File: config.mk
export PLATFORM = sky130hd
export DESIGN_NAME = dadc_status
export DESIGN_NICKNAME = d
export VERILOG_FILES = /design/src/dadc_pkg.sv /design/src/dadc_sync.sv /design/src/dadc_chan.sv /design/src/dadc_status.sv
export SDC_FILE = /design/constraint.sdc
export NUM_CORES = 1
export LEC_CHECK = 0
export BUFFER_PORTS_ARGS = -buffer_cell sky130_fd_sc_hd__buf_4
export CAP_MARGIN = 5
export CORE_ASPECT_RATIO = 0.5
export CORE_UTILIZATION = 40
export DETAILED_ROUTE_END_ITERATION = 10
export PLACE_DENSITY_LB_ADDON = 0.05
export SLEW_MARGIN = 20
export SYNTH_ARGS = -nofsm -noshare
export SYNTH_HDL_FRONTEND = slang
export SYNTH_SLANG_ARGS = --single-unit
File: constraint.sdc
create_clock -name ref_clk -period 1.8 [get_ports ref_clk]
set_input_delay 0.54 -clock ref_clk [delete_from_list [all_inputs] [get_ports ref_clk]]
set_output_delay 0.54 -clock ref_clk [all_outputs]
set_load 0.05 [all_outputs]
File: src/dadc_pkg.sv
// shared constants, field positions and carrier types for the converter status block
package dadc_pkg;

    // special function addresses
    localparam logic [7:0] ADDR_STATUS    = 8'hD8;
    localparam logic [7:0] ADDR_MODE      = 8'hD1;
    localparam logic [7:0] ADDR_PRES_HIGH = 8'hDA;
    localparam logic [7:0] ADDR_PRES_MID  = 8'hDB;
    localparam logic [7:0] ADDR_ARES_HIGH = 8'hDC;
    localparam logic [7:0] ADDR_ARES_LOW  = 8'hDD;
    localparam logic [7:0] ADDR_POFS_HIGH = 8'hE1;
    localparam logic [7:0] ADDR_POFS_MID  = 8'hE2;
    localparam logic [7:0] ADDR_AOFS_HIGH = 8'hE3;
    localparam logic [7:0] ADDR_AOFS_LOW  = 8'hE4;
    localparam logic [7:0] ADDR_PGN_HIGH  = 8'hE9;
    localparam logic [7:0] ADDR_PGN_MID   = 8'hEA;
    localparam logic [7:0] ADDR_AGN_HIGH  = 8'hEB;
    localparam logic [7:0] ADDR_AGN_LOW   = 8'hEC;

    // bit-addressable window: upper five bits of a bit address pick the byte
    localparam logic [4:0] STATUS_BIT_BASE = 5'h1B;

    // status field positions
    localparam int BIT_PRIM_DONE  = 7;
    localparam int BIT_AUX_DONE   = 6;
    localparam int BIT_CAL_DONE   = 5;
    localparam int BIT_MISS_VREF  = 4;
    localparam int BIT_PRIM_CLAMP = 3;
    localparam int BIT_AUX_CLAMP  = 2;

    // mode register fields
    localparam int BIT_PRIM_EN = 5;
    localparam int BIT_AUX_EN  = 4;
    localparam int MODE_LSB    = 0;

    // reset values
    localparam logic [7:0]  STATUS_RST = 8'h00;
    localparam logic [7:0]  MODE_RST   = 8'h00;
    localparam logic [7:0]  READ_NONE  = 8'h00;
    localparam logic [15:0] DEF_OFFSET = 16'h8000;
    localparam logic [15:0] DEF_GAIN   = 16'h5555;

    // clamp and forced values
    localparam logic [15:0] RES_ALL_ONES  = 16'hFFFF;
    localparam logic [15:0] RES_ALL_ZEROS = 16'h0000;

    // operating mode codes
    localparam logic [2:0] MODE_POWER_DOWN = 3'h0;
    localparam logic [2:0] MODE_SINGLE     = 3'h2;

    // one cycle of converter activity, from modulator and filter logic on ref_clk
    typedef struct packed {
        logic        convDone; // conversion result ready
        logic        calDone;  // calibration finished
        logic        calGain;  // 1: full-scale (gain) cal, 0: zero-scale (offset) cal
        logic        calFail;  // calibration could not produce a coefficient
        logic [15:0] data;     // result or new coefficient
    } dadc_event_t;

    // what a channel shows back to the top
    typedef struct packed {
        logic        ready;
        logic        clamp;
        logic        calTaken;
        logic        convTaken;
        logic [15:0] result;
        logic [15:0] offset;
        logic [15:0] gain;
    } dadc_chan_t;

endpackage : dadc_pkg

File: src/dadc_sync.sv
// two-flop synchroniser for pin levels
`timescale 1ns/1ps
module dadc_sync
    import dadc_pkg::*;
#(
    parameter int WIDTH = 1
)(
    // clock and control
    input  wire logic             ref_clk,
    input  wire logic             srst,
    input  wire logic             clkEn,
    // level in and out
    input  wire logic [WIDTH-1:0] asyncIn,
    output logic      [WIDTH-1:0] syncOut
);

    logic [WIDTH-1:0] meta_q;
    logic [WIDTH-1:0] meta_d;
    logic [WIDTH-1:0] sync_q;
    logic [WIDTH-1:0] sync_d;

    // first stage is read only by the second
    always_comb
    begin
        meta_d = asyncIn;
        sync_d = meta_q;
    end

    always_ff @(posedge ref_clk)
    begin
        if (srst)
        begin
            meta_q <= '0;
            sync_q <= '0;
        end
        else if (clkEn)
        begin
            meta_q <= meta_d;
            sync_q <= sync_d;
        end
    end

    assign syncOut = sync_q;

endmodule : dadc_sync

File: src/dadc_chan.sv
// one converter channel: ready and clamp flags, result and coefficient holding
`timescale 1ns/1ps
module dadc_chan
    import dadc_pkg::*;
#(
    parameter logic [15:0] OFFSET_RST = DEF_OFFSET,
    parameter logic [15:0] GAIN_RST   = DEF_GAIN
)(
    // clock and control
    input  wire logic        ref_clk,
    input  wire logic        srst,
    input  wire logic        clkEn,
    // software side
    input  wire logic        modeWrite,
    input  wire logic        readyClr,
    input  wire logic        clampClr,
    // converter side
    input  wire dadc_event_t evt,
    input  wire logic        forceOnes,
    // state
    output dadc_chan_t       st
);

    logic        ready_q,  ready_d;
    logic        clamp_q,  clamp_d;
    logic        calT_q,   calT_d;
    logic        convT_q,  convT_d;
    logic [15:0] result_q, result_d;
    logic [15:0] offset_q, offset_d;
    logic [15:0] gain_q,   gain_d;

    // next state; a completion is refused while ready is still set
    always_comb
    begin
        logic        take;
        logic [15:0] value;
        take     = (evt.convDone | evt.calDone) & ~ready_q;
        value    = forceOnes ? RES_ALL_ONES : evt.data;
        ready_d  = ready_q;
        clamp_d  = clamp_q;
        result_d = result_q;
        offset_d = offset_q;
        gain_d   = gain_q;
        calT_d   = take & evt.calDone;
        convT_d  = take & evt.convDone;
        // clears first so that a same-cycle set wins
        if (modeWrite | readyClr)
            ready_d = 1'b0;
        if (modeWrite | clampClr)
            clamp_d = 1'b0;
        if (take)
        begin
            ready_d = 1'b1;
            if (evt.convDone)
            begin
                result_d = value;
                if (value == RES_ALL_ONES || value == RES_ALL_ZEROS)
                    clamp_d = 1'b1;
            end
            else if (evt.calFail)
                clamp_d = 1'b1;
            else if (evt.calGain)
                gain_d = evt.data;
            else
                offset_d = evt.data;
        end
    end

    always_ff @(posedge ref_clk)
    begin
        if (srst)
        begin
            ready_q  <= 1'b0;
            clamp_q  <= 1'b0;
            calT_q   <= 1'b0;
            convT_q  <= 1'b0;
            result_q <= RES_ALL_ZEROS;
            offset_q <= OFFSET_RST;
            gain_q   <= GAIN_RST;
        end
        else if (clkEn)
        begin
            ready_q  <= ready_d;
            clamp_q  <= clamp_d;
            calT_q   <= calT_d;
            convT_q  <= convT_d;
            result_q <= result_d;
            offset_q <= offset_d;
            gain_q   <= gain_d;
        end
    end

    assign st = '{ready: ready_q, clamp: clamp_q, calTaken: calT_q, convTaken: convT_q,
                  result: result_q, offset: offset_q, gain: gain_q};

endmodule : dadc_chan

File: src/dadc_status.sv
// status and result special function registers for the primary and auxiliary converters
`timescale 1ns/1ps
module dadc_status
    import dadc_pkg::*;
#(
    parameter logic [15:0] PRIM_OFFSET_RST = DEF_OFFSET,
    parameter logic [15:0] PRIM_GAIN_RST   = DEF_GAIN,
    parameter logic [15:0] AUX_OFFSET_RST  = DEF_OFFSET,
    parameter logic [15:0] AUX_GAIN_RST    = DEF_GAIN
)(
    // clock, reset, enable
    input  wire logic        ref_clk,
    input  wire logic        srst,
    input  wire logic        clkEn,
    // byte access from the core
    input  wire logic [7:0]  sfrAddr,
    input  wire logic        sfrWrEn,
    input  wire logic [7:0]  sfrWrData,
    input  wire logic        sfrRdEn,
    output logic      [7:0]  sfrRdData,
    // single-bit access from the core
    input  wire logic        bitWrEn,
    input  wire logic [7:0]  bitAddr,
    input  wire logic        bitWrVal,
    // converter activity
    input  wire dadc_event_t primEvt,
    input  wire dadc_event_t auxEvt,
    input  wire logic        primExtRef,
    input  wire logic        auxExtRef,
    // reference detect pin
    input  wire logic        refMissingPin,
    // converter control
    output logic             convReset,
    output logic             primEnable,
    output logic             auxEnable,
    output logic      [2:0]  modeBits,
    output logic      [7:0]  statusOut
);

    dadc_chan_t primSt;
    dadc_chan_t auxSt;
    logic       refMissingSync;

    logic       missing_q,  missing_d;
    logic       cal_q,      cal_d;
    logic [7:0] mode_q,     mode_d;
    logic       reset_q,    reset_d;
    logic       primSeen_q, primSeen_d;
    logic       auxSeen_q,  auxSeen_d;
    logic [7:0] rdData_q,   rdData_d;

    logic       statusByteWr;
    logic       statusBitWr;
    logic [2:0] bitSel;
    logic       modeWrite;
    logic       primRdyClr, auxRdyClr, calClr;
    logic       primErrClr, auxErrClr;
    logic [7:0] statusNow;

    // pin level crosses in before anything looks at it
    dadc_sync #(
        .WIDTH   (1)
    ) u_refSync (
        .ref_clk (ref_clk),
        .srst    (srst),
        .clkEn   (clkEn),
        .asyncIn (refMissingPin),
        .syncOut (refMissingSync)
    );

    // software write decode; a write of 0 clears a flag, 1 leaves it
    always_comb
    begin
        statusByteWr = sfrWrEn & (sfrAddr == ADDR_STATUS);
        statusBitWr  = bitWrEn & (bitAddr[7:3] == STATUS_BIT_BASE);
        bitSel       = bitAddr[2:0];
        modeWrite    = sfrWrEn & (sfrAddr == ADDR_MODE); // value unchanged still counts
        primRdyClr   = (statusByteWr & ~sfrWrData[BIT_PRIM_DONE])
                     | (statusBitWr & ~bitWrVal & (bitSel == 3'(BIT_PRIM_DONE)));
        auxRdyClr    = (statusByteWr & ~sfrWrData[BIT_AUX_DONE])
                     | (statusBitWr & ~bitWrVal & (bitSel == 3'(BIT_AUX_DONE)));
        calClr       = (statusByteWr & ~sfrWrData[BIT_CAL_DONE])
                     | (statusBitWr & ~bitWrVal & (bitSel == 3'(BIT_CAL_DONE)));
        primErrClr   = (statusByteWr & ~sfrWrData[BIT_PRIM_CLAMP])
                     | (statusBitWr & ~bitWrVal & (bitSel == 3'(BIT_PRIM_CLAMP)));
        auxErrClr    = (statusByteWr & ~sfrWrData[BIT_AUX_CLAMP])
                     | (statusBitWr & ~bitWrVal & (bitSel == 3'(BIT_AUX_CLAMP)));
    end

    // primary channel
    dadc_chan #(
        .OFFSET_RST (PRIM_OFFSET_RST),
        .GAIN_RST   (PRIM_GAIN_RST)
    ) u_prim (
        .ref_clk    (ref_clk),
        .srst       (srst),
        .clkEn      (clkEn),
        .modeWrite  (modeWrite),
        .readyClr   (primRdyClr),
        .clampClr   (primErrClr),
        .evt        (primEvt),
        .forceOnes  (missing_q & primExtRef),
        .st         (primSt)
    );

    // auxiliary channel, identical behaviour
    dadc_chan #(
        .OFFSET_RST (AUX_OFFSET_RST),
        .GAIN_RST   (AUX_GAIN_RST)
    ) u_aux (
        .ref_clk    (ref_clk),
        .srst       (srst),
        .clkEn      (clkEn),
        .modeWrite  (modeWrite),
        .readyClr   (auxRdyClr),
        .clampClr   (auxErrClr),
        .evt        (auxEvt),
        .forceOnes  (missing_q & auxExtRef),
        .st         (auxSt)
    );

    // live status byte; low two bits are hardwired zero
    always_comb
    begin
        statusNow                 = STATUS_RST;
        statusNow[BIT_PRIM_DONE]  = primSt.ready;
        statusNow[BIT_AUX_DONE]   = auxSt.ready;
        statusNow[BIT_CAL_DONE]   = cal_q;
        statusNow[BIT_MISS_VREF]  = missing_q;
        statusNow[BIT_PRIM_CLAMP] = primSt.clamp;
        statusNow[BIT_AUX_CLAMP]  = auxSt.clamp;
    end

    // flags, mode register and the converter reset pulse
    always_comb
    begin
        logic primActive;
        logic auxActive;
        logic allDone;
        primActive = mode_q[BIT_PRIM_EN] & (mode_q[MODE_LSB +: 3] != MODE_POWER_DOWN);
        auxActive  = mode_q[BIT_AUX_EN] & (mode_q[MODE_LSB +: 3] != MODE_POWER_DOWN);
        // a level, not sticky: follows the pin only while a converter runs
        missing_d  = refMissingSync & (primActive | auxActive);
        cal_d      = cal_q;
        if (modeWrite | calClr)
            cal_d = 1'b0;
        if (primSt.calTaken | auxSt.calTaken)
            cal_d = 1'b1;
        reset_d    = modeWrite;
        primSeen_d = modeWrite ? 1'b0 : (primSeen_q | primSt.convTaken);
        auxSeen_d  = modeWrite ? 1'b0 : (auxSeen_q | auxSt.convTaken);
        allDone    = (primSeen_d | ~mode_q[BIT_PRIM_EN]) & (auxSeen_d | ~mode_q[BIT_AUX_EN])
                   & (mode_q[BIT_PRIM_EN] | mode_q[BIT_AUX_EN]);
        mode_d     = mode_q;
        if (modeWrite)
            mode_d = sfrWrData;
        else if (mode_q[MODE_LSB +: 3] == MODE_SINGLE && allDone)
            mode_d[MODE_LSB +: 3] = MODE_POWER_DOWN;
    end

    // registered read answer; unmapped addresses read zero
    always_comb
    begin
        rdData_d = rdData_q;
        if (sfrRdEn)
        begin
            unique case (sfrAddr)
                ADDR_STATUS:    rdData_d = statusNow;
                ADDR_MODE:      rdData_d = mode_q;
                ADDR_PRES_HIGH: rdData_d = primSt.result[15:8];
                ADDR_PRES_MID:  rdData_d = primSt.result[7:0];
                ADDR_ARES_HIGH: rdData_d = auxSt.result[15:8];
                ADDR_ARES_LOW:  rdData_d = auxSt.result[7:0];
                ADDR_POFS_HIGH: rdData_d = primSt.offset[15:8];
                ADDR_POFS_MID:  rdData_d = primSt.offset[7:0];
                ADDR_AOFS_HIGH: rdData_d = auxSt.offset[15:8];
                ADDR_AOFS_LOW:  rdData_d = auxSt.offset[7:0];
                ADDR_PGN_HIGH:  rdData_d = primSt.gain[15:8];
                ADDR_PGN_MID:   rdData_d = primSt.gain[7:0];
                ADDR_AGN_HIGH:  rdData_d = auxSt.gain[15:8];
                ADDR_AGN_LOW:   rdData_d = auxSt.gain[7:0];
                default:        rdData_d = READ_NONE;
            endcase
        end
    end

    always_ff @(posedge ref_clk)
    begin
        if (srst)
        begin
            missing_q  <= 1'b0;
            cal_q      <= 1'b0;
            mode_q     <= MODE_RST;
            reset_q    <= 1'b0;
            primSeen_q <= 1'b0;
            auxSeen_q  <= 1'b0;
            rdData_q   <= READ_NONE;
        end
        else if (clkEn)
        begin
            missing_q  <= missing_d;
            cal_q      <= cal_d;
            mode_q     <= mode_d;
            reset_q    <= reset_d;
            primSeen_q <= primSeen_d;
            auxSeen_q  <= auxSeen_d;
            rdData_q   <= rdData_d;
        end
    end

    // outputs straight from flops
    assign sfrRdData  = rdData_q;
    assign convReset  = reset_q;
    assign primEnable = mode_q[BIT_PRIM_EN];
    assign auxEnable  = mode_q[BIT_AUX_EN];
    assign modeBits   = mode_q[MODE_LSB +: 3];
    assign statusOut  = statusNow;

endmodule : dadc_status

==> run_results.csv <==
group,metric,value,unit
power_and_ir_drop,vdd_drop_max,0.000728,V
clock_tree,clock_latency,430,ps
route,wl,22400,um
power_and_ir_drop,pwr-share-seq,39.9,%
global_routing,grt_usage,28.5,%
placement,dpl_cell_area,0.00776,sq mm
status,outcome,"completed",
clock_tree,ctsLongestPathBuffers,2,
yosys,synth_compound_area_share,18.8,%
clock_tree,clkTransAtPathRegs,60,ps
final_layout,drive_above_1_share,28.4,%
yosys,synth-edff-count,0,
global_routing,grt_max_degree,64,
yosys,avgSynthCellArea,8.57,sq um
critical_path,cp-startpoint,"sfrAddr[0]",
sta,whs,356,ps
sta,finClkSkew,7.89,ps
route,via_per_inst,5.70,
sta,hold_violations,0,
route,remaining_drc_errors,0,
route,ant_nets,0,
yosys,yosys.area_share.adder,0,%
floorplanning,core,0.0149,sq mm
sta,period_minus_slack,1730,ps
sta,max_freq,0.577,GHz
critical_path,cp.arrival,2080,ps
clock_tree,holdBufCountCts,0,
yosys,synthMuxAreaShare,10.9,%
global_routing,grt_pass1_wl,34000,um
critical_path,endpoint_kind,"register",
sta,period_share,96.2,%
power_and_ir_drop,p_switching,1.96,mW
clock_tree,clock_sink_count,127,
power_and_ir_drop,p_int,5.51,mW
yosys,yosysWarningCount,0,
yosys,synthTopCellsByArea,"dfxtp_1 41%, nor2_1 8.6%, mux2i_1 8.2%, a211oi_1 4.2%, a211o_1 2.8%",
sta,rsz0062_at_grt,"yes",
route,drtIter0Drc,654,
sta,setup_viol,0,
yosys,yosysSeqAreaShare,40.7,%
yosys,synth.distinct_cells,63,
floorplanning,die_h,90.4,um
yosys,syn_inst,730,
power_and_ir_drop,clkPwrFrac,48.0,%
power_and_ir_drop,p_total,7.47,mW
power_and_ir_drop,power_density,890,mW/mm^2
yosys,synth_top_area_share,40.7,%
sta,fin_tns_setup,0,ps
clock_tree,htree_levels,4,
placement,place_ws,-367,ps
critical_path,worstSetupPathType,"input pin to register",
final_layout,mostFrequentLayoutCells,"180 x buf_4, 143 x nor2_1, 127 x dfxtp_1",
route,dr.pass1.iters,8,
floorplanning,die_w,179,um
critical_path,crit_slowest_cell,"or3_4",
placement,dp.cells,1057,
final_layout,fin_cells,1089,
yosys,yosys_register_bits,127,
route,wire_per_inst,20.6,um
power_and_ir_drop,power.leakage,3.39,nW
yosys,synth_top_family_by_area,"simple AND/OR/NAND/NOR gates",
sta,fin_ws,67.7,ps
yosys,yosysTopAreaCell,"dfxtp_1",
yosys,yosys.area_share.simple,23.4,%
final_layout,layout_commonest_cell,"buf_4",
yosys,synthFlopType,"dfxtp_1",
yosys,netlist_area,0.00625,sq mm
critical_path,max_stage_delay,390,ps
global_routing,grt_pass1_vias,5645,
power_and_ir_drop,p_comb_share,12.2,%
final_layout,final_cell_area,0.00839,sq mm
route,vias,6209,
yosys,synth_xor_area_share,0,%
floorplanning,start_util,42.1,%
placement,gp_congestion,0.936,
critical_path,worstPathRequired,2150,ps
critical_path,critPathMaxFanout,29,
worst_hold_path,hp-class,"input pin to register",
global_routing,grt-ovfl-total,0,
final_layout,antenna_cells,0,
clock_tree,cts_made_buffers,17,
floorplanning,dieArea,0.0162,sq mm
critical_path,cp-start-kind,"input pin",
clock_tree,clockRootBuffer,"clkbuf_16",
floorplanning,rows,31,
placement,dpl.hpwl,17200,um
placement,io_buffers,93,
final_layout,fin_nets,952,
run,drv_cap,0,
clock_tree,cts_tree,"yes",
power_and_ir_drop,swShare,26.2,%
critical_path,worstPathCellList,"buf_4 > buf_12 > nor2_1 > o311ai_1 > and3_1 > or3_4 > a22oi_1",
final_layout,final_core_utilization,56.5,%
worst_hold_path,hold_start,"refMissingPin",
critical_path,r2r-start,"missing_q",
sta,slew_viol_final,0,
final_layout,synthToLayoutAreaGrowth,34.2,%
global_routing,antenna_found_initial,1,
yosys,synthArstFlopShare,0,%
floorplanning,ios,96,
-- critical path, delay by kind of cell --
kind	cells	cell delay (ps)
buf+inv	2	340
simple gates	3	860
compound gates	2	320
-- area by class of cell --
class | count | area (sq um)
well taps | 198 | 248
clock buffers | 17 | 425
fillers | 1421 | 6460
inverters | 20 | 75.1
clock inverters | 15 | 186
flip-flops and latches | 127 | 2540
multi-input cells | 522 | 3360
repair buffers | 190 | 1550
-- sequential cells by signal, summed over array words and instances (netlist names), 8 cells and up --
name             count
sfrRdData            8
mode_q               8
u_prim.gain_q       16
u_prim.offset_q     16
u_aux.gain_q        16
u_prim.result_q     16
u_aux.result_q      16
u_aux.offset_q      16
-- power groups by stage --
stage	combinational [mW]	sequential (mW)	clock, mW
global placement	0.881	3.04	0
floorplan	0.449	3.01	0
detailed placement	0.893	3.04	0
finish	0.909	2.98	3.58
CTS	0.895	2.98	3.63
global route	0.979	2.99	3.76
-- synthesized netlist by cell type, types with 5 or more instances --
cell type and n:
buf_4 15, and3_1 6, nand3b_1 6, o21ai_0 15, nor4_1 8, a211oi_1 35
clkbuf_1 33, buf_2 11, and3b_1 5, nor2b_1 10, dfxtp_1 127, a21oi_1 28
inv_1 20, nand4_1 15, nor2_1 143, nand3_1 11, a31oi_1 9, a32oi_1 13
nor3_1 10, nand2_1 36, mux2i_1 51, a22oi_1 17, mux2_2 14, a211o_1 20
-- final timing paths --
path	cells past startpoint	end	slack, ps
worst min register to register	2	convReset	470
worst max register to register	6	u_prim.clamp_q	150
worst min-delay path	3	u_refSync.meta_q	360
worst max-delay path	7	sfrRdData[5]	70
-- cell families (layout without fill, tap and decap cells) --
| family | count (synthesis) | in the layout |
|---|---|---|
| buffers and inverters | 82 | 242 |
| AOI/OAI and AO/OA | 165 | 165 |
| DFF | 127 | 127 |
| and+or+nand+nor | 289 | 289 |
| muxes | 66 | 66 |
| other | 1 | 2 |
-- per-layer routing --
| metal | GRT usage, % | wire (um) | vias to the layer above |
|---|---|---|---|
| met4 | 4.94 | 106 | 0 |
| met2 | 38.1 | 8840 | 254 |
| met5 | 0 | 0 | - |
| met3 | 6.86 | 1940 | 11 |
| met1 | 45.0 | 11600 | 2985 |
| li1 | - | - | 2959 |
-- timing repair --
action                                  4_1_cts  5_1_grt
endpoints found under the setup margin        0        4
gates resized for setup                       0        6
setup buffers                                 0        0
No activity file was read; power rests on OpenSTA's default activity.
